==> src/hw/rxwk_regs.svh <==
// Register indices, reset values and field limits of the config bank
`ifndef RXWK_REGS_SVH
`define RXWK_REGS_SVH
// Register indices; byte address is four times the index
`define RXWK_IDX_IF    8'h16
`define RXWK_IDX_WUC   8'h17
`define RXWK_IDX_CNT   8'h1A
`define RXWK_IDX_CHCFG 8'h20
`define RXWK_IDX_STAT  8'h21
`define RXWK_IDX_MASK  8'h22
`define RXWK_IDX_EFF   8'h23
// Reset values
`define RXWK_RST_IF    7'h20
`define RXWK_RST_WUC   7'h04
`define RXWK_RST_CNT   7'h00
`define RXWK_RST_CHCFG 4'h0
`define RXWK_RST_STAT  3'h0
`define RXWK_RST_MASK  3'h0
// Highest legal codes
`define RXWK_BW_MAX    3'h4
`define RXWK_CRIT_MAX  3'h5
// External processing field values
`define RXWK_XP_SYNC   2'h1
`define RXWK_XP_RSSI   2'h2
// Search modes
`define RXWK_SM_COO    2'h0
`define RXWK_SM_FFB    2'h1
`define RXWK_SM_PWS    2'h2
// Status bit positions
`define RXWK_ST_BW     0
`define RXWK_ST_CRIT   1
`define RXWK_ST_REMAP  2
// Bus constants
`define RXWK_HSIZE_WORD 3'h2
`endif

==> src/hw/rxwk_pkg.sv <==
// Types shared by the receiver config bank
package rxwk_pkg;
  // Wake-up criterion codes
  typedef enum logic [2:0] {
    CRIT_PATTERN = 3'h0,
    CRIT_RANDOM  = 3'h1,
    CRIT_EQUAL   = 3'h2,
    CRIT_SYNC    = 3'h3,
    CRIT_RSSI    = 3'h4,
    CRIT_SIGREC  = 3'h5,
    CRIT_NU6     = 3'h6,
    CRIT_NU7     = 3'h7
  } rxwk_crit_e;
  // IF path settings, bit 6 down to bit 0
  typedef struct packed {
    logic       sideband_select;
    logic [2:0] bandpass_width_select;
    logic       conversion_scheme_select;
    logic       if_buffer_enable;
    logic       ceramic_filter_count;
  } rxwk_ifcfg_s;
  // Wake-up control settings, bit 6 down to bit 0
  typedef struct packed {
    logic       parallel_wakeup_enable;
    logic       pattern_unit_select;
    logic       level_criterion_select;
    logic       ultrafast_fallback_enable;
    logic [2:0] wakeup_criterion_select;
  } rxwk_wuc_s;
  // Channel settings
  typedef struct packed {
    logic [1:0] search_mode;
    logic [1:0] external_processing_field;
  } rxwk_chcfg_s;
  // Settings as the wake-up search must apply them
  typedef struct packed {
    rxwk_crit_e criterion;
    logic       level_sel;
    logic       level_parallel;
    logic       ultrafast_fallback;
    logic       count_used;
    logic       count_in_chips;
    logic [6:0] count_limit;
  } rxwk_eff_s;
endpackage

==> src/hw/rxwk_ahb_slave.sv <==
// AHB-Lite slave front end: zero-wait writes, one-wait reads
`timescale 1ns/10ps
`default_nettype none
`include "rxwk_regs.svh"
module rxwk_ahb_slave (
  input  wire logic        hclk,      // Bus clock
  input  wire logic        hresetn,   // Async reset, low
  input  wire logic        hsel,      // Slave select
  input  wire logic [31:0] haddr,     // Byte address
  input  wire logic [1:0]  htrans,    // Transfer type
  input  wire logic        hwrite,    // Write flag
  input  wire logic [2:0]  hsize,     // Transfer size
  input  wire logic        hready,    // Bus ready
  input  wire logic [31:0] rdata,     // Read mux value
  output logic             hreadyout, // Ready out
  output logic [31:0]      hrdata,    // Read data
  output logic             hresp,     // Always OKAY
  output logic             wr_stb,    // Write data phase
  output logic [7:0]       wr_idx,    // Write index
  output logic             rd_stb,    // Read capture cycle
  output logic [7:0]       rd_idx     // Read index
);
  logic       take;     // Address phase accepted
  logic       wr_pend_r; // Write data phase pending
  logic       rd_pend_r; // Read wait cycle pending
  logic [7:0] idx_r;    // Captured index

  assign take = hsel & htrans[1] & hready & (hsize == `RXWK_HSIZE_WORD);

  ////////////////////////////////////////////////////////////////////////
  // Address phase capture
  always_ff @(posedge hclk or negedge hresetn) begin
    if (!hresetn) begin
      wr_pend_r <= 1'b0;
      rd_pend_r <= 1'b0;
      idx_r     <= 8'h00;
    end else begin
      // Pending flags live one cycle unless a new transfer follows
      wr_pend_r <= take & hwrite;
      rd_pend_r <= take & ~hwrite;
      if (take) begin
        idx_r <= haddr[9:2];
      end
    end
  end

  ////////////////////////////////////////////////////////////////////////
  // Ready and read data; a read waits one cycle so it sees prior writes
  always_ff @(posedge hclk or negedge hresetn) begin
    if (!hresetn) begin
      hreadyout <= 1'b1;
      hrdata    <= 32'h0000_0000;
      hresp     <= 1'b0;
    end else begin
      hresp <= 1'b0;
      if (take & ~hwrite) begin
        hreadyout <= 1'b0;
      end else begin
        hreadyout <= 1'b1;
      end
      if (rd_pend_r) begin
        hrdata <= rdata;
      end
    end
  end

  assign wr_stb = wr_pend_r;
  assign wr_idx = idx_r;
  assign rd_stb = rd_pend_r;
  assign rd_idx = idx_r;
endmodule
`default_nettype wire

==> src/hw/rxwk_crit_map.sv <==
// Maps written wake-up settings to the settings applied by the search
`timescale 1ns/10ps
`default_nettype none
`include "rxwk_regs.svh"
module rxwk_crit_map (
  input  wire rxwk_pkg::rxwk_wuc_s   wuc,   // Wake-up control
  input  wire rxwk_pkg::rxwk_chcfg_s chcfg, // Channel settings
  input  wire logic [6:0]            count, // Bit/chip count
  output var  rxwk_pkg::rxwk_eff_s   eff    // Applied settings
);
  rxwk_pkg::rxwk_crit_e sel_c;  // Criterion as written
  rxwk_pkg::rxwk_crit_e crit_c; // Criterion after remap
  logic                 data_c; // Data criterion in use
  logic [1:0]           xp;     // External processing field

  assign xp = chcfg.external_processing_field;

  ////////////////////////////////////////////////////////////////////////
  // Criterion remap
  always_comb begin
    sel_c  = rxwk_pkg::rxwk_crit_e'(wuc.wakeup_criterion_select);
    crit_c = sel_c;
    if (xp == `RXWK_XP_SYNC && sel_c <= rxwk_pkg::CRIT_EQUAL) begin
      crit_c = rxwk_pkg::CRIT_SYNC;
    end else if (xp == `RXWK_XP_RSSI && sel_c == rxwk_pkg::CRIT_SIGREC) begin
      crit_c = rxwk_pkg::CRIT_RSSI;
    end
  end

  assign data_c = (crit_c <= rxwk_pkg::CRIT_SYNC);

  ////////////////////////////////////////////////////////////////////////
  // Applied settings
  always_comb begin
    eff                = '0;
    eff.criterion      = crit_c;
    // External RSSI processing forces RSSI as the level criterion
    eff.level_sel      = wuc.level_criterion_select
                         & (xp != `RXWK_XP_RSSI);
    eff.level_parallel = wuc.ultrafast_fallback_enable & data_c;
    // Ultrafast fall-back only in fast fall-back or permanent search
    eff.ultrafast_fallback = eff.level_parallel
                             & (chcfg.search_mode == `RXWK_SM_FFB
                                | chcfg.search_mode == `RXWK_SM_PWS);
    // Count is ignored for symbol sync and for level criteria
    eff.count_used     = data_c & (crit_c != rxwk_pkg::CRIT_SYNC);
    eff.count_in_chips = (crit_c == rxwk_pkg::CRIT_PATTERN)
                         & ~wuc.pattern_unit_select;
    eff.count_limit    = eff.count_used ? count : 7'h00;
  end
endmodule
`default_nettype wire

==> src/hw/rxwk_top.sv <==
// Receiver IF path and wake-up configuration bank with AHB-Lite access
`timescale 1ns/10ps
`default_nettype none
`include "rxwk_regs.svh"
module rxwk_top (
  input  wire logic          hclk,      // Clock, 125 MHz
  input  wire logic          hresetn,   // Async reset, low
  input  wire logic          hsel,      // Slave select
  input  wire logic [31:0]   haddr,     // Byte address
  input  wire logic [1:0]    htrans,    // Transfer type
  input  wire logic          hwrite,    // Write flag
  input  wire logic [2:0]    hsize,     // Transfer size
  input  wire logic [31:0]   hwdata,    // Write data
  input  wire logic          hready,    // Bus ready
  output logic               hreadyout, // Ready out
  output logic [31:0]        hrdata,    // Read data
  output logic               hresp,     // Response, OKAY
  output rxwk_pkg::rxwk_ifcfg_s if_cfg, // IF path settings
  output rxwk_pkg::rxwk_wuc_s   wuc_cfg, // Wake-up settings
  output rxwk_pkg::rxwk_eff_s   eff,    // Applied wake-up settings
  output logic               irq        // Interrupt, high
);
  ////////////////////////////////////////////////////////////////////////
  // Declarations
  logic                  wr_stb;   // Write data phase
  logic [7:0]            wr_idx;   // Write index
  logic                  rd_stb;   // Read capture cycle
  logic [7:0]            rd_idx;   // Read index
  logic [31:0]           rdata_c;  // Read mux
  logic                  wr_if;    // Write to IF register
  logic                  wr_wuc;   // Write to wake-up register
  logic                  wr_cnt;   // Write to count register
  logic                  wr_ch;    // Write to channel register
  logic                  wr_mask;  // Write to mask register
  logic [6:0]            cnt_r;    // Bit/chip count
  rxwk_pkg::rxwk_chcfg_s chcfg_r;  // Channel settings
  rxwk_pkg::rxwk_eff_s   eff_c;    // Applied settings, comb
  logic [2:0]            stat_r;   // Sticky status
  logic [2:0]            stat_nxt; // Next status
  logic [2:0]            mask_r;   // Interrupt mask
  logic [2:0]            mask_nxt; // Next mask
  logic [2:0]            ev_c;     // Events this cycle
  logic                  remap_c;  // Criterion remapped now
  logic                  remap_q;  // Remap state last cycle
  logic                  rd_clr;   // Status read clears

  ////////////////////////////////////////////////////////////////////////
  // Bus front end
  rxwk_ahb_slave u_bus (
    .hclk      (hclk),
    .hresetn   (hresetn),
    .hsel      (hsel),
    .haddr     (haddr),
    .htrans    (htrans),
    .hwrite    (hwrite),
    .hsize     (hsize),
    .hready    (hready),
    .rdata     (rdata_c),
    .hreadyout (hreadyout),
    .hrdata    (hrdata),
    .hresp     (hresp),
    .wr_stb    (wr_stb),
    .wr_idx    (wr_idx),
    .rd_stb    (rd_stb),
    .rd_idx    (rd_idx)
  );

  // Write decode
  assign wr_if   = wr_stb & (wr_idx == `RXWK_IDX_IF);
  assign wr_wuc  = wr_stb & (wr_idx == `RXWK_IDX_WUC);
  assign wr_cnt  = wr_stb & (wr_idx == `RXWK_IDX_CNT);
  assign wr_ch   = wr_stb & (wr_idx == `RXWK_IDX_CHCFG);
  assign wr_mask = wr_stb & (wr_idx == `RXWK_IDX_MASK);

  ////////////////////////////////////////////////////////////////////////
  // IF path register; bit 7 is not stored
  always_ff @(posedge hclk or negedge hresetn) begin
    if (!hresetn) begin
      if_cfg <= `RXWK_RST_IF;
    end else if (wr_if) begin
      if_cfg <= hwdata[6:0];
    end
  end

  ////////////////////////////////////////////////////////////////////////
  // Wake-up control register; bit 7 is not stored
  always_ff @(posedge hclk or negedge hresetn) begin
    if (!hresetn) begin
      wuc_cfg <= `RXWK_RST_WUC;
    end else if (wr_wuc) begin
      wuc_cfg <= hwdata[6:0];
    end
  end

  ////////////////////////////////////////////////////////////////////////
  // Count and channel registers
  always_ff @(posedge hclk or negedge hresetn) begin
    if (!hresetn) begin
      cnt_r   <= `RXWK_RST_CNT;
      chcfg_r <= `RXWK_RST_CHCFG;
    end else begin
      if (wr_cnt) begin
        cnt_r <= hwdata[6:0];
      end
      if (wr_ch) begin
        chcfg_r <= hwdata[3:0];
      end
    end
  end

  ////////////////////////////////////////////////////////////////////////
  // Criterion mapping, registered onto the output
  rxwk_crit_map u_map (
    .wuc   (wuc_cfg),
    .chcfg (chcfg_r),
    .count (cnt_r),
    .eff   (eff_c)
  );

  always_ff @(posedge hclk or negedge hresetn) begin
    if (!hresetn) begin
      eff <= '0;
    end else begin
      eff <= eff_c;
    end
  end

  ////////////////////////////////////////////////////////////////////////
  // Events: unused codes written, criterion remap starting
  assign remap_c = eff_c.criterion
                   != rxwk_pkg::rxwk_crit_e'(wuc_cfg.wakeup_criterion_select);
  always_comb begin
    ev_c                 = 3'h0;
    ev_c[`RXWK_ST_BW]    = wr_if & (hwdata[5:3] > `RXWK_BW_MAX);
    ev_c[`RXWK_ST_CRIT]  = wr_wuc & (hwdata[2:0] > `RXWK_CRIT_MAX);
    ev_c[`RXWK_ST_REMAP] = remap_c & ~remap_q;
  end

  // Status read clears; a same-cycle event still sets
  assign rd_clr   = rd_stb & (rd_idx == `RXWK_IDX_STAT);
  assign stat_nxt = (rd_clr ? 3'h0 : stat_r) | ev_c;
  assign mask_nxt = wr_mask ? hwdata[2:0] : mask_r;

  ////////////////////////////////////////////////////////////////////////
  // Status, mask and interrupt
  always_ff @(posedge hclk or negedge hresetn) begin
    if (!hresetn) begin
      stat_r  <= `RXWK_RST_STAT;
      mask_r  <= `RXWK_RST_MASK;
      remap_q <= 1'b0;
      irq     <= 1'b0;
    end else begin
      stat_r  <= stat_nxt;
      mask_r  <= mask_nxt;
      remap_q <= remap_c;
      irq     <= |(stat_nxt & mask_nxt);
    end
  end

  ////////////////////////////////////////////////////////////////////////
  // Read mux; unmapped indices read zero
  always_comb begin
    rdata_c = 32'h0000_0000;
    unique case (rd_idx)
      `RXWK_IDX_IF:    rdata_c[6:0]  = if_cfg;
      `RXWK_IDX_WUC:   rdata_c[6:0]  = wuc_cfg;
      `RXWK_IDX_CNT:   rdata_c[6:0]  = cnt_r;
      `RXWK_IDX_CHCFG: rdata_c[3:0]  = chcfg_r;
      `RXWK_IDX_STAT:  rdata_c[2:0]  = stat_r;
      `RXWK_IDX_MASK:  rdata_c[2:0]  = mask_r;
      `RXWK_IDX_EFF:   rdata_c[14:0] = eff;
      default:         rdata_c       = 32'h0000_0000;
    endcase
  end

  ////////////////////////////////////////////////////////////////////////
  // Checks
  chk_side_write: assert property (
    @(posedge hclk) disable iff (!hresetn)
    wr_if |=> if_cfg.sideband_select == $past(hwdata[6]))
    else $error("sideband not taken from write");

  chk_bw_write: assert property (
    @(posedge hclk) disable iff (!hresetn)
    wr_if |=> if_cfg.bandpass_width_select == $past(hwdata[5:3]))
    else $error("bandwidth not taken from write");

  chk_conv_hold: assert property (
    @(posedge hclk) disable iff (!hresetn)
    !wr_if |=> $stable(if_cfg.conversion_scheme_select))
    else $error("conversion changed without write");

  chk_buf_filter: assert property (
    @(posedge hclk) disable iff (!hresetn)
    wr_if |=> {if_cfg.if_buffer_enable, if_cfg.ceramic_filter_count}
              == $past(hwdata[1:0]))
    else $error("buffer or filter bit wrong");

  chk_unit_write: assert property (
    @(posedge hclk) disable iff (!hresetn)
    wr_wuc |=> wuc_cfg.pattern_unit_select == $past(hwdata[5]))
    else $error("pattern unit not taken");

  chk_level_sel: assert property (
    @(posedge hclk) disable iff (!hresetn)
    (wuc_cfg.level_criterion_select
     && chcfg_r.external_processing_field != `RXWK_XP_RSSI)
    |=> eff.level_sel)
    else $error("signal recognition not applied");

  chk_force_rssi: assert property (
    @(posedge hclk) disable iff (!hresetn)
    chcfg_r.external_processing_field == `RXWK_XP_RSSI
    |=> !eff.level_sel && eff.criterion != rxwk_pkg::CRIT_SIGREC)
    else $error("RSSI not forced");

  chk_par_level: assert property (
    @(posedge hclk) disable iff (!hresetn)
    (wuc_cfg.ultrafast_fallback_enable
     && eff_c.criterion <= rxwk_pkg::CRIT_SYNC)
    ##1 $stable(wuc_cfg) |-> eff.level_parallel)
    else $error("parallel level check missing");

  chk_ultrafast_fallback_mode: assert property (
    @(posedge hclk) disable iff (!hresetn)
    (eff_c.level_parallel && chcfg_r.search_mode == `RXWK_SM_COO)
    |=> eff.level_parallel && !eff.ultrafast_fallback)
    else $error("on-off mode wrong");

  chk_ultrafast_fallback_on: assert property (
    @(posedge hclk) disable iff (!hresetn)
    (eff_c.level_parallel && chcfg_r.search_mode == `RXWK_SM_PWS)
    |=> eff.ultrafast_fallback)
    else $error("ultrafast fall-back missing");

  chk_crit_plain: assert property (
    @(posedge hclk) disable iff (!hresetn)
    chcfg_r.external_processing_field == 2'h0
    |=> eff.criterion == $past(wuc_cfg.wakeup_criterion_select))
    else $error("criterion not applied");

  chk_crit_remap: assert property (
    @(posedge hclk) disable iff (!hresetn)
    (chcfg_r.external_processing_field == `RXWK_XP_SYNC
     && wuc_cfg.wakeup_criterion_select <= 3'h2)
    |=> eff.criterion == rxwk_pkg::CRIT_SYNC)
    else $error("data criterion not remapped");

  chk_sync_count: assert property (
    @(posedge hclk) disable iff (!hresetn)
    eff.criterion == rxwk_pkg::CRIT_SYNC
    |-> !eff.count_used && eff.count_limit == 7'h00)
    else $error("count used in symbol sync");

  chk_chip_unit: assert property (
    @(posedge hclk) disable iff (!hresetn)
    eff.count_in_chips |-> eff.criterion == rxwk_pkg::CRIT_PATTERN
                           && !$past(wuc_cfg.pattern_unit_select))
    else $error("chip unit outside pattern chip mode");

  chk_bit7_zero: assert property (
    @(posedge hclk) disable iff (!hresetn)
    (rd_stb && (rd_idx == `RXWK_IDX_IF || rd_idx == `RXWK_IDX_WUC))
    |=> hrdata[31:7] == 25'h000_0000)
    else $error("unused bit reads nonzero");

  chk_read_wait: assert property (
    @(posedge hclk) disable iff (!hresetn)
    rd_stb |-> !hreadyout ##1 hreadyout)
    else $error("read wait state wrong");

  chk_bus_okay: assert property (
    @(posedge hclk) disable iff (!hresetn)
    hresp == 1'b0)
    else $error("response not okay");

  chk_stat_sticky: assert property (
    @(posedge hclk) disable iff (!hresetn)
    (|ev_c) |=> (stat_r & $past(ev_c)) == $past(ev_c))
    else $error("status event lost");

  chk_wuc_hold: assert property (
    @(posedge hclk) disable iff (!hresetn)
    !wr_wuc |=> $stable(wuc_cfg))
    else $error("wake-up settings changed without write");

  chk_irq_level: assert property (
    @(posedge hclk) disable iff (!hresetn)
    irq == |(stat_r & mask_r))
    else $error("interrupt out of step");
endmodule
`default_nettype wire

==> config.mk <==
export PLATFORM = sky130hd
export DESIGN_NAME = rxwk_top
export DESIGN_NICKNAME = d
export VERILOG_FILES = /design/src/hw/rxwk_pkg.sv /design/src/hw/rxwk_ahb_slave.sv /design/src/hw/rxwk_crit_map.sv /design/src/hw/rxwk_top.sv
export VERILOG_INCLUDE_DIRS = /design/src /design/src/hw
export SDC_FILE = /design/constraint.sdc
export NUM_CORES = 1
export LEC_CHECK = 0
export BUFFER_PORTS_ARGS = -buffer_cell sky130_fd_sc_hd__buf_4
export CAP_MARGIN = 20
export CORE_MARGIN = 2
export CORE_UTILIZATION = 45
export DETAILED_ROUTE_END_ITERATION = 8
export PLACE_DENSITY_LB_ADDON = 0.15
export SYNTH_ARGS = -nofsm -noshare
export SYNTH_HDL_FRONTEND = slang
export SYNTH_SLANG_ARGS = --single-unit
==> constraint.sdc <==
create_clock -name hclk -period 2.3 [get_ports hclk]
set_clock_uncertainty 0.1 [all_clocks]
set_input_delay 0.23 -clock hclk [delete_from_list [all_inputs] [get_ports hclk]]
set_output_delay 0.23 -clock hclk [all_outputs]
set_load 0.005 [all_outputs]
==> results of run 1 <==
[Yosys cell counts (2+ instances only)]
master | n | area [sq um]
dfrtp_1 | 71 | 1780
mux2_2 | 35 | 394
buf_4 | 18 | 135
inv_1 | 15 | 56.3
nand2_1 | 15 | 56.3
o21ai_0 | 15 | 75.1
a21oi_1 | 12 | 60.1
and2_1 | 10 | 62.6
nor2_1 | 10 | 37.5
nand3_1 | 9 | 45.0
nor2b_1 | 9 | 56.3
clkbuf_1 | 7 | 26.3
a22oi_1 | 5 | 37.5
a22o_1 | 4 | 35.0
buf_2 | 4 | 20.0
a221oi_1 | 3 | 26.3
a31oi_1 | 3 | 18.8
dfstp_2 | 3 | 78.8
o22ai_1 | 3 | 18.8
and3_1 | 2 | 12.5
nand2b_1 | 2 | 12.5
nand4_1 | 2 | 12.5
nand4_2 | 2 | 25.0
nor3b_2 | 2 | 25.0
[kinds of logic after synthesis]
logic type | Yosys count | synth area share (%)
mux | 36 | 12.4
simple gates | 72 | 13.1
buf+inv | 45 | 7.35
other cells | 1 | 0.113
xor+xnor | 1 | 0.265
compound gates | 55 | 10.6
flops | 74 | 56.2
[flip-flops by register name, summed over array words and instances, names as in the netlist]
| name | cells |
|---|---|
| u_bus.hreadyout | 1 |
| u_bus.wr_stb | 1 |
| u_bus.hrdata | 15 |
| stat_r | 3 |
| irq | 1 |
| wuc_cfg | 7 |
| cnt_r | 7 |
| u_bus.rd_idx | 8 |
| mask_r | 3 |
| u_bus.rd_stb | 1 |
| eff | 15 |
| if_cfg | 7 |
| remap_q | 1 |
| chcfg_r | 4 |
[final cells by class]
type,count,area (sq um),area share [%]
Clock buffer,9,124,2.96
Clock inverter,7,103,2.45
Inverter,15,56.3,1.35
Multi-Input combinational cell,182,1270,30.3
Sequential cell,74,1860,44.3
Tap cell,99,124,2.96
Timing Repair Buffer,86,653,15.6
[report_power, final]
part	leakage [nW]	total, mW	switching, mW	internal [mW]
logic	0.929	0.365	0.181	0.184
clock network	0.110	1.13	0.506	0.620
registers	0.916	1.45	0.0744	1.37
[routing by layer]
| layer | up-vias | part of all wire, % |
|---|---|---|
| met5 | - | 0 |
| met4 | 0 | 1.3 |
| met3 | 11 | 6.0 |
| met2 | 78 | 49 |
| met1 | 1183 | 44 |
| li1 | 1125 | - |
[how the worst max path moves through the flow]
stage	start	endpoint	slack, ns
final	u_bus.rd_idx[2]	irq	0.21
after global routing	u_bus.rd_idx[2]	u_bus.hrdata[3]	0.07
after CTS	u_bus.rd_idx[2]	irq	0.18
after detailed placement	u_bus.rd_idx[2]	irq	0.20
after global placement	u_bus.rd_idx[2]	irq	0.22
after floorplan	u_bus.rd_idx[2]	irq	0.41
[worst reg2reg max path, stage by stage (launching register included)]
cell and delay [ns]:
dfrtp_1 0.47, nor4b_4 0.45, nand4_2 0.22, mux2_4 0.35, a21boi_1 0.13, a221o_1 0.26
[cell usage in the layout, fill, tap and decap left out, drive strengths merged, types with 2 or more instances in the layout]
| master | n |
|---|---|
| clkinv | 3 |
| inv | 16 |
| nand4 | 4 |
| a21oi | 12 |
| nand2b | 2 |
| a22o | 4 |
| and2 | 11 |
| o22ai | 3 |
| dfrtp | 71 |
| and3 | 2 |
| a22oi | 5 |
| buf | 83 |
| clkbuf | 9 |
| nor3b | 2 |
| conb | 18 |
| dlygate4sd3 | 3 |
| a221oi | 3 |
| nor2b | 9 |
| bufinv | 2 |
| nand2 | 15 |
| a31oi | 3 |
| nor2 | 10 |
| nand3 | 10 |
| dfstp | 3 |
| mux2 | 36 |
| o21ai | 16 |
[per-stage QoR]
stage          cells  utilization (%)  setup slack (ns)
2_1_floorplan    301                -             0.407
3_3_place_gp     453             54.8             0.216
3_5_place_dp     453             54.8             0.197
4_1_cts          471             58.2             0.179
5_1_grt          472             58.3            0.0657
6_report         472             58.3             0.209
[repair_timing]
| item | 4_1_cts | 5_1_grt |
|---|---|---|
| hold buffers | 2 | 1 |
| setup buffers | 0 | 0 |
| endpoints found under the setup margin | 0 | 0 |
| hold endpoints to repair | 30 | 1 |
==> results_dict.tcl, run 1 <==
set metrics [dict create \
    min_period_ns 2.09 \
    hpwl_mm 5.65 \
    slew_viol_final 0 \
    critPathMaxFanout 6 \
    io_pins 138 \
    grt_first_pass_wirelength_mm 11.9 \
    gp_congestion 0.771 \
    cts-root-buf "clkbuf_8" \
    cp-start-kind "register" \
    fp.coreArea_sq_um 7180 \
    ys_types 47 \
    avgViaCountPerCell 5.08 \
    clk_pin_slew_worst_paths_ns 0.08 \
    ir_drop_mv 0.361 \
    syn_area_sq_um 3300 \
    power.leakage_nw 1.96 \
    initial_core_util_pct 46.1 \
    whs_ns 0.0117 \
    vias 2397 \
    synth_top_flop_cell "dfrtp_1" \
    antenna_found_initial 0 \
    antenna_left 0 \
    hold_class "in2reg" \
    finalPower_mw 2.94 \
    crit_chain "nor4b_4 -> nand4_2 -> mux2_4 -> a21boi_1 -> a221o_1" \
    setup_viol 0 \
    holdCritStartpoint "haddr[4]" \
    rrSetupSlack_ns 0.21 \
    post_cts_resized 0 \
    min_to "u_bus.rd_idx[2]" \
    cp_top_family "simple AND/OR/NAND/NOR gates" \
    fin_nets 442 \
    layout-drive-gt1-share_pct 38.6 \
    overflow 0 \
    die_area_sq_um 8040 \
    grt_pass1_vias 2360 \
    grt_use_met3_pct 3.84 \
    drv_cap 0 \
    area_delta_synth_final_pct 26.7 \
    max-slew-margin-rel_pct 55.4 \
    ys_ff_latch 74 \
    crit_type "reg2reg" \
    tightest_slew_ns 0.668 \
    fin_area_sq_um 4190 \
    fin_tns_setup_ns 0 \
    drtIter0Drc 121 \
    drc 0 \
    end_kind "register" \
    synthArstFlopShare_pct 100 \
    cts_sinks 74 \
    finalCritPeriodShare_pct 90.9 \
    placed_area_sq_um 3930 \
    diodes 0 \
    rsz0062_at_grt "no" \
    die_w_um 89.7 \
    synth-edff-count 0 \
    cts_tree "done" \
    reg2reg_to "irq" \
    track_usage_pct 20.0 \
    r2r-start "u_bus.rd_idx[2]" \
    grt_busiest_layer "met2" \
    ys_seq_area_share_pct 56.2 \
    rows 31 \
    p_per_area_nw_per_um2 702 \
    syn_avg_cell_area_sq_um 11.6 \
    slowest_stage "dfrtp_1" \
    cts_buffers 9 \
    ys_warn_count 0 \
    die_h_um 89.7 \
    worstPathArrival_ns 2.22 \
    netlist_instances 284 \
    max_stage_delay_ns 0.47 \
    crit_cells 5 \
    critPathRequiredTime_ns 2.43 \
    routed_wl_mm 7.56 \
    htreeDepth 3 \
    run_status "finished clean" \
    port_buffers 69 \
    nFillCells 630 \
    fmax_mhz 478 \
    clk_latency_ns 0.35 \
    met2_usage_pct 32.9 \
    grt_max_degree 33 \
    use_met1_pct 26.8 \
    dr.pass1.iters 4 \
    min_path_cells 2 \
    path_buf_inv 0 \
    finalHoldViolations 0 \
    clk_path_buf_depth 2 \
    post_drt_wl_per_cell_um 16.0 \
    reg2reg_depth 5 \
]
Note: power is estimated with default switching activity, not from simulation.
==> run 2: changes to the inputs <==
--- a/config.mk
+++ b/config.mk
@@ -12,6 +12,7 @@
 export CORE_UTILIZATION = 45
 export DETAILED_ROUTE_END_ITERATION = 8
 export PLACE_DENSITY_LB_ADDON = 0.15
+export REMOVE_ABC_BUFFERS = 1
 export SYNTH_ARGS = -nofsm -noshare
 export SYNTH_HDL_FRONTEND = slang
 export SYNTH_SLANG_ARGS = --single-unit
==> run 2 against run 1 <==
  * Flip-flop and latch count did not move
  * Die area did not move
  * Sequential share of layout area increased by 0.32 points
  * Total power shrank 1.2%
  * Clock-buffer cell count grew 2
  * Final cell count shrank 1.3%
  * Critical endpoint unchanged
  * Largest power group unchanged
  * Highest routed layer unchanged
==> results_dict.tcl, run 2 (same netlist as run 1, synthesis figures left out) <==
set metrics [dict create \
    cts_buffers 9 \
    clk_pin_slew_worst_paths_ns 0.07 \
    setup_viol 0 \
    fin_util_pct 57.9 \
    critPathRequiredTime_ns 2.42 \
    die_h_um 89.7 \
    min_period_ns 2.07 \
    port_buffers 69 \
    hpwl_mm 5.48 \
    worstPathArrival_ns 2.19 \
    cts-root-buf "clkbuf_8" \
    overflow 0 \
    p_clk_share_pct 37.8 \
    diodes 0 \
    cts-hold-fix-buffers 2 \
    routed_wl_mm 7.50 \
    post_drt_wl_per_cell_um 16.1 \
    met2_usage_pct 31.6 \
    drtIter0Drc 125 \
    layout-drive-gt1-share_pct 37.6 \
    htreeDepth 3 \
    critPathMaxFanout 6 \
    post_cts_resized 0 \
    fin_nets 436 \
    slew_viol_final 0 \
    cts_tree "done" \
    antenna_left 0 \
    p_sw_share_pct 24.6 \
    share_comb_of_total_power_pct 12.1 \
    drv_cap 0 \
    run_status "finished clean" \
    power.leakage_nw 1.93 \
    ir_drop_mv 0.432 \
    antenna_found_initial 0 \
    grt_max_degree 46 \
    cp-start-kind "register" \
    track_usage_pct 19.8 \
    finalCritPeriodShare_pct 90.0 \
    final_cell_mix "76 x buf_4, 71 x dfrtp_1, 35 x mux2_2, 18 x conb_1" \
    cts_sinks 74 \
    grt_use_met3_pct 4.75 \
    io_pins 138 \
    hold_class "in2reg" \
    grt_busiest_layer "met2" \
    end_kind "register" \
    fmax_mhz 483 \
    grt_first_pass_wirelength_mm 11.8 \
    dr.pass1.iters 4 \
    p_sw_mw 0.713 \
    die_area_sq_um 8040 \
    post-cts-setup-buffers 0 \
    seqPwrFrac_pct 50.1 \
    finalHoldViolations 0 \
    fin_tns_setup_ns 0 \
    nFillCells 629 \
    die_w_um 89.7 \
    grt_pass1_vias 2331 \
    initial_core_util_pct 46.1 \
    p_per_area_nw_per_um2 699 \
    rsz0062_at_grt "no" \
    vias 2379 \
    gp_congestion 0.838 \
    tightest_slew_ns 0.713 \
    fp.coreArea_sq_um 7180 \
    max-slew-margin-rel_pct 52.5 \
    rows 31 \
    crit_type "reg2reg" \
    avgViaCountPerCell 5.11 \
    drc 0 \
    area_delta_synth_final_pct 25.7 \
    clk_latency_ns 0.34 \
    use_met1_pct 26.7 \
    clk_path_buf_depth 2 \
    p_int_mw 2.19 \
    final_common_cell "buf_4" \
]
run 2: cell types whose count changed in the layout (fill, tap and decap cells not counted), moves of 2 or more:
| cell | previous run | this run |
|---|---|---|
| buf_12 | 0 | 2 |
| clkinv_4 | 3 | 0 |
| buf_4 | 83 | 76 |
| clkinv_2 | 0 | 2 |
run 2: area by class of cell:
cell class / count / area [sq um] / share of cell area, %
sequential: 74 / 1860 / 44.7
multi-input combinational: 182 / 1270 / 30.6
timing repair buffer: 80 / 631 / 15.2
clock buffer: 11 / 141 / 3.40
tap: 99 / 124 / 2.98
clock inverter: 5 / 77.6 / 1.87
inverter: 15 / 56.3 / 1.36
run 2: per-layer routing:
metal	wire [um]	vias to the layer above	part of all wire (%)
met2	3620	80	48
li1	-	1109	-
met4	127	0	1.7
met3	478	12	6.4
met1	3270	1178	44
met5	0	-	0
run 2: final timing paths:
check	slack [ns]	cells past startpoint	end	startpoint
setup / recovery	0.23	5	irq	u_bus.rd_idx[2]
hold / removal	0.02	2	u_bus.rd_idx[2]	haddr[4]
setup reg to reg	0.23	5	irq	u_bus.rd_idx[2]
hold reg to reg	0.39	0	eff[14]	wuc_cfg[2]
max in group asynchronous	1.11	3	if_cfg[5]	hresetn
min in group asynchronous	0.34	2	u_bus.rd_stb	hresetn
run 2: power groups by stage:
stage | Combinational (mW) | Sequential (mW) | Clock (mW)
2_1_floorplan | 0.184 | 1.46 | 0
6_report | 0.352 | 1.45 | 1.10
5_1_grt | 0.393 | 1.47 | 1.18
4_1_cts | 0.356 | 1.45 | 1.13
3_5_place_dp | 0.351 | 1.48 | 0
3_3_place_gp | 0.345 | 1.48 | 0
run 2: through the flow:
| step | hold WS (ns) | setup WS [ns] | instances | area (sq um) | total power [mW] |
|---|---|---|---|---|---|
| 2_1_floorplan | -0.166 | 0.406 | 271 | 3180 | 1.64 |
| 3_3_place_gp | 0.171 | 0.226 | 448 | 3920 | 1.82 |
| 3_5_place_dp | 0.179 | 0.208 | 448 | 3920 | 1.83 |
| 4_1_cts | 0.00720 | 0.193 | 466 | 4160 | 2.93 |
| 5_1_grt | 0.00850 | 0.0666 | 466 | 4160 | 3.04 |
| 6_report | 0.0208 | 0.229 | 466 | 4160 | 2.90 |
run 2: worst max-delay path, cell delays in order, from the launching register on:
cell	delay [ns]
dfrtp_1	0.47
nor4b_4	0.44
nand4_2	0.21
mux2_4	0.34
a21boi_1	0.13
a221o_1	0.26
==> run 3: changes to the inputs <==
--- a/config.mk
+++ b/config.mk
@@ -6,6 +6,7 @@
 export SDC_FILE = /design/constraint.sdc
 export NUM_CORES = 1
 export LEC_CHECK = 0
+export ABC_AREA = 1
 export BUFFER_PORTS_ARGS = -buffer_cell sky130_fd_sc_hd__buf_4
 export CAP_MARGIN = 20
 export CORE_MARGIN = 2
@@ -15,4 +16,5 @@
 export REMOVE_ABC_BUFFERS = 1
 export SYNTH_ARGS = -nofsm -noshare
 export SYNTH_HDL_FRONTEND = slang
+export SYNTH_HIERARCHICAL = 1
 export SYNTH_SLANG_ARGS = --single-unit
==> run 3 against run 2 <==
  * Total power increased by 8.6%
  * Hold slack improved by 0.0081 ns
  * Maximum frequency increased by 19%
  * Via count increased by 36%
  * Final cell count increased by 48%
  * Global-route usage decreased by 0.97 points
  * Synthesized cell count increased by 57%
  * First-iteration DRC count increased by 10%
  * Cell area increased by 30%
  * Area after synthesis increased by 34%
  * Largest power group unchanged
==> results_dict.tcl, run 3 <==
set metrics [dict create \
    cts-root-buf "clkbuf_8" \
    gp_congestion 0.802 \
    min_period_ns 1.74 \
    antenna_left 0 \
    drc 0 \
    min_path_cells 3 \
    cp_common_cell "nand2_1" \
    initial_core_util_pct 45.8 \
    ys_types 31 \
    die_area_sq_um 10700 \
    rrSetupSlack_ns 0.56 \
    vias 3246 \
    synth_xor_area_share_pct 0.395 \
    synth_fa_ha_area_share_pct 0 \
    cts_tree "done" \
    fin_util_pct 56.0 \
    cts-hold-fix-buffers 9 \
    netlist_instances 445 \
    clk_latency_ns 0.36 \
    fin_tns_setup_ns 0 \
    tightest_slew_ns 0.494 \
    ys_warn_count 6 \
    synth_area_leaders "dfrtp_1 50%, mux2_4 10%, nand2_1 9.0%, nand3_1 4.5%, inv_1 4.2%" \
    io_pins 138 \
    power.leakage_nw 2.97 \
    grt_max_degree 71 \
    ys_seq_area_share_pct 51.4 \
    reg2reg_depth 11 \
    setup_viol 0 \
    synthMostInstantiatedCell "nand2_1" \
    reg2reg_to "irq" \
    critPathMaxFanout 11 \
    rows 36 \
    regArea_sq_um 2280 \
    diodes 0 \
    critPathRequiredTime_ns 2.44 \
    max-slew-margin-rel_pct 66.8 \
    rsz0062_at_grt "no" \
    synth_area_leader_cell "dfrtp_1" \
    clk_pin_slew_worst_paths_ns 0.09 \
    fp.coreArea_sq_um 9680 \
    end_kind "register" \
    syn_avg_cell_area_sq_um 9.97 \
    slowest_stage "dfstp_2" \
    final_common_cell "nand2_1" \
    largest_reg_flops 32 \
    run_status "finished clean" \
    min_to "u_bus/rd_idx[6]" \
    multi_input_area_sq_um 1810 \
    crit_chain "nor2_1 -> o21ai_1 -> nand2_1 -> inv_1 -> nand2_1 -> nand2_1 -> nand3_1 -> nand2_1 -> nand2_1 -> nand2_1 -> nand3_1" \
    grt_pass1_vias 3113 \
    drv_cap 0 \
    ys_ff_latch 91 \
    fmax_mhz 575 \
    cp-start-kind "register" \
    finalPower_mw 3.15 \
    finalCritPeriodShare_pct 75.7 \
    ys_top_cells_by_count "106 x nand2_1, 88 x dfrtp_1, 50 x inv_1, 40 x nand3_1, 35 x nor2_1" \
    synth-edff-count 0 \
    antenna_found_initial 0 \
    p_per_area_nw_per_um2 582 \
    htreeDepth 3 \
    nFillCells 920 \
    synthArstFlopShare_pct 100 \
    die_h_um 103 \
    r2r-start "wuc_cfg[2]" \
    synth_top_family_by_area "simple AND/OR/NAND/NOR gates" \
    synth_compound_area_share_pct 5.19 \
    routed_wl_mm 9.30 \
    layout-drive-gt1-share_pct 34.6 \
    placed_area_sq_um 5170 \
    finalHoldViolations 0 \
    yosysTopAreaCellShare_pct 49.6 \
    hpwl_mm 6.65 \
    holdCritStartpoint "haddr[8]" \
    synth_mux_area_share_pct 10.7 \
    cts_buffers 9 \
    area_delta_synth_final_pct 22.2 \
    avgViaCountPerCell 4.72 \
    hold_class "in2reg" \
    overflow 0 \
    crit_type "reg2reg" \
    slew_viol_final 0 \
    synthSimpleGateAreaFrac_pct 23.1 \
    dr.pass1.iters 4 \
    worstPathArrival_ns 1.88 \
    clk_path_buf_depth 2 \
    dp_cells 664 \
    fin_cells 688 \
    top_register "u_bus/hrdata" \
    syn_area_sq_um 4440 \
    synth_top_flop_cell "dfrtp_1" \
    final_cell_mix "106 x nand2_1, 87 x dfrtp_1, 87 x buf_4, 50 x inv_1, 40 x nand3_1" \
    grt_first_pass_wirelength_mm 15.1 \
    drtIter0Drc 138 \
    fin_nets 625 \
    max_stage_delay_ns 0.64 \
    die_w_um 103 \
    post_drt_wl_per_cell_um 13.5 \
    fin_area_sq_um 5420 \
    ir_drop_mv 0.269 \
    cts_sinks 91 \
    track_usage_pct 18.8 \
    post_cts_resized 0 \
    port_buffers 86 \
    post-cts-setup-buffers 0 \
]
## run 3: cell types whose count changed after synthesis, sizes merged, moves of 7 or more
cell,before,now
o21ai,16,26
inv,15,57
a21oi,12,0
nand3,10,43
dfrtp,71,88
clkbuf,8,1
nand2,15,111
and2,11,0
nor2,10,49
nor2b,9,0
## run 3: worst max path at each step
stage,cells past startpoint,to,startpoint
floorplan,5,irq,u_bus/rd_stb
global placement,11,irq,wuc_cfg[2]
detailed placement,11,irq,wuc_cfg[2]
CTS,11,irq,wuc_cfg[2]
global route,9,irq,wuc_cfg[2]
finish,11,irq,wuc_cfg[2]
## run 3: layout make-up
cell class              count  share of cell area (%)
flip-flops and latches     91                    42.1
multi-input cells         294                    33.4
repair buffers             98                    14.5
inverters                  57                    3.99
well taps                 133                    3.07
clock buffers              10                    2.36
clock inverters             5                   0.577
## run 3: per-layer routing
layer | GRT usage, % | up-vias | share of wire [%]
li1 | - | 1598 | -
met1 | 24.4 | 1546 | 43
met2 | 30.9 | 96 | 50
met3 | 4.37 | 6 | 6.4
met4 | 7.19 | 0 | 0.82
met5 | 0 | - | 0
## run 3: through the flow
step | worst slack, ns | hold slack, ns
final | 0.560 | 0.0289
after global routing | 0.372 | 0.0168
after CTS | 0.552 | 0.0107
after detailed placement | 0.573 | 0.0448
after global placement | 0.608 | 0.0365
after floorplan | 0.247 | -0.166
## run 3: kinds of logic after synthesis
family / after synthesis
AO/OA/AOI/OAI: 27
XOR/XNOR: 2
buffers and inverters: 76
flip-flops: 91
multiplexers: 32
other: 2
AND/OR/NAND/NOR: 215
## run 3: worst max-delay path, delay by kind of cell (launching register included)
| family | cells | cell delay (ns) |
|---|---|---|
| AO/OA/AOI/OAI | 1 | 0.10 |
| buffers and inverters | 1 | 0.07 |
| AND/OR/NAND/NOR | 9 | 0.71 |
| flip-flops | 1 | 0.64 |
## run 3: report_power, final
group | internal, mW | switching, mW | total (mW)
sequential | 1.67 | 0.0714 | 1.75
clock | 0.384 | 0.551 | 0.935
combinational | 0.214 | 0.260 | 0.474
total | 2.27 | 0.883 | 3.15
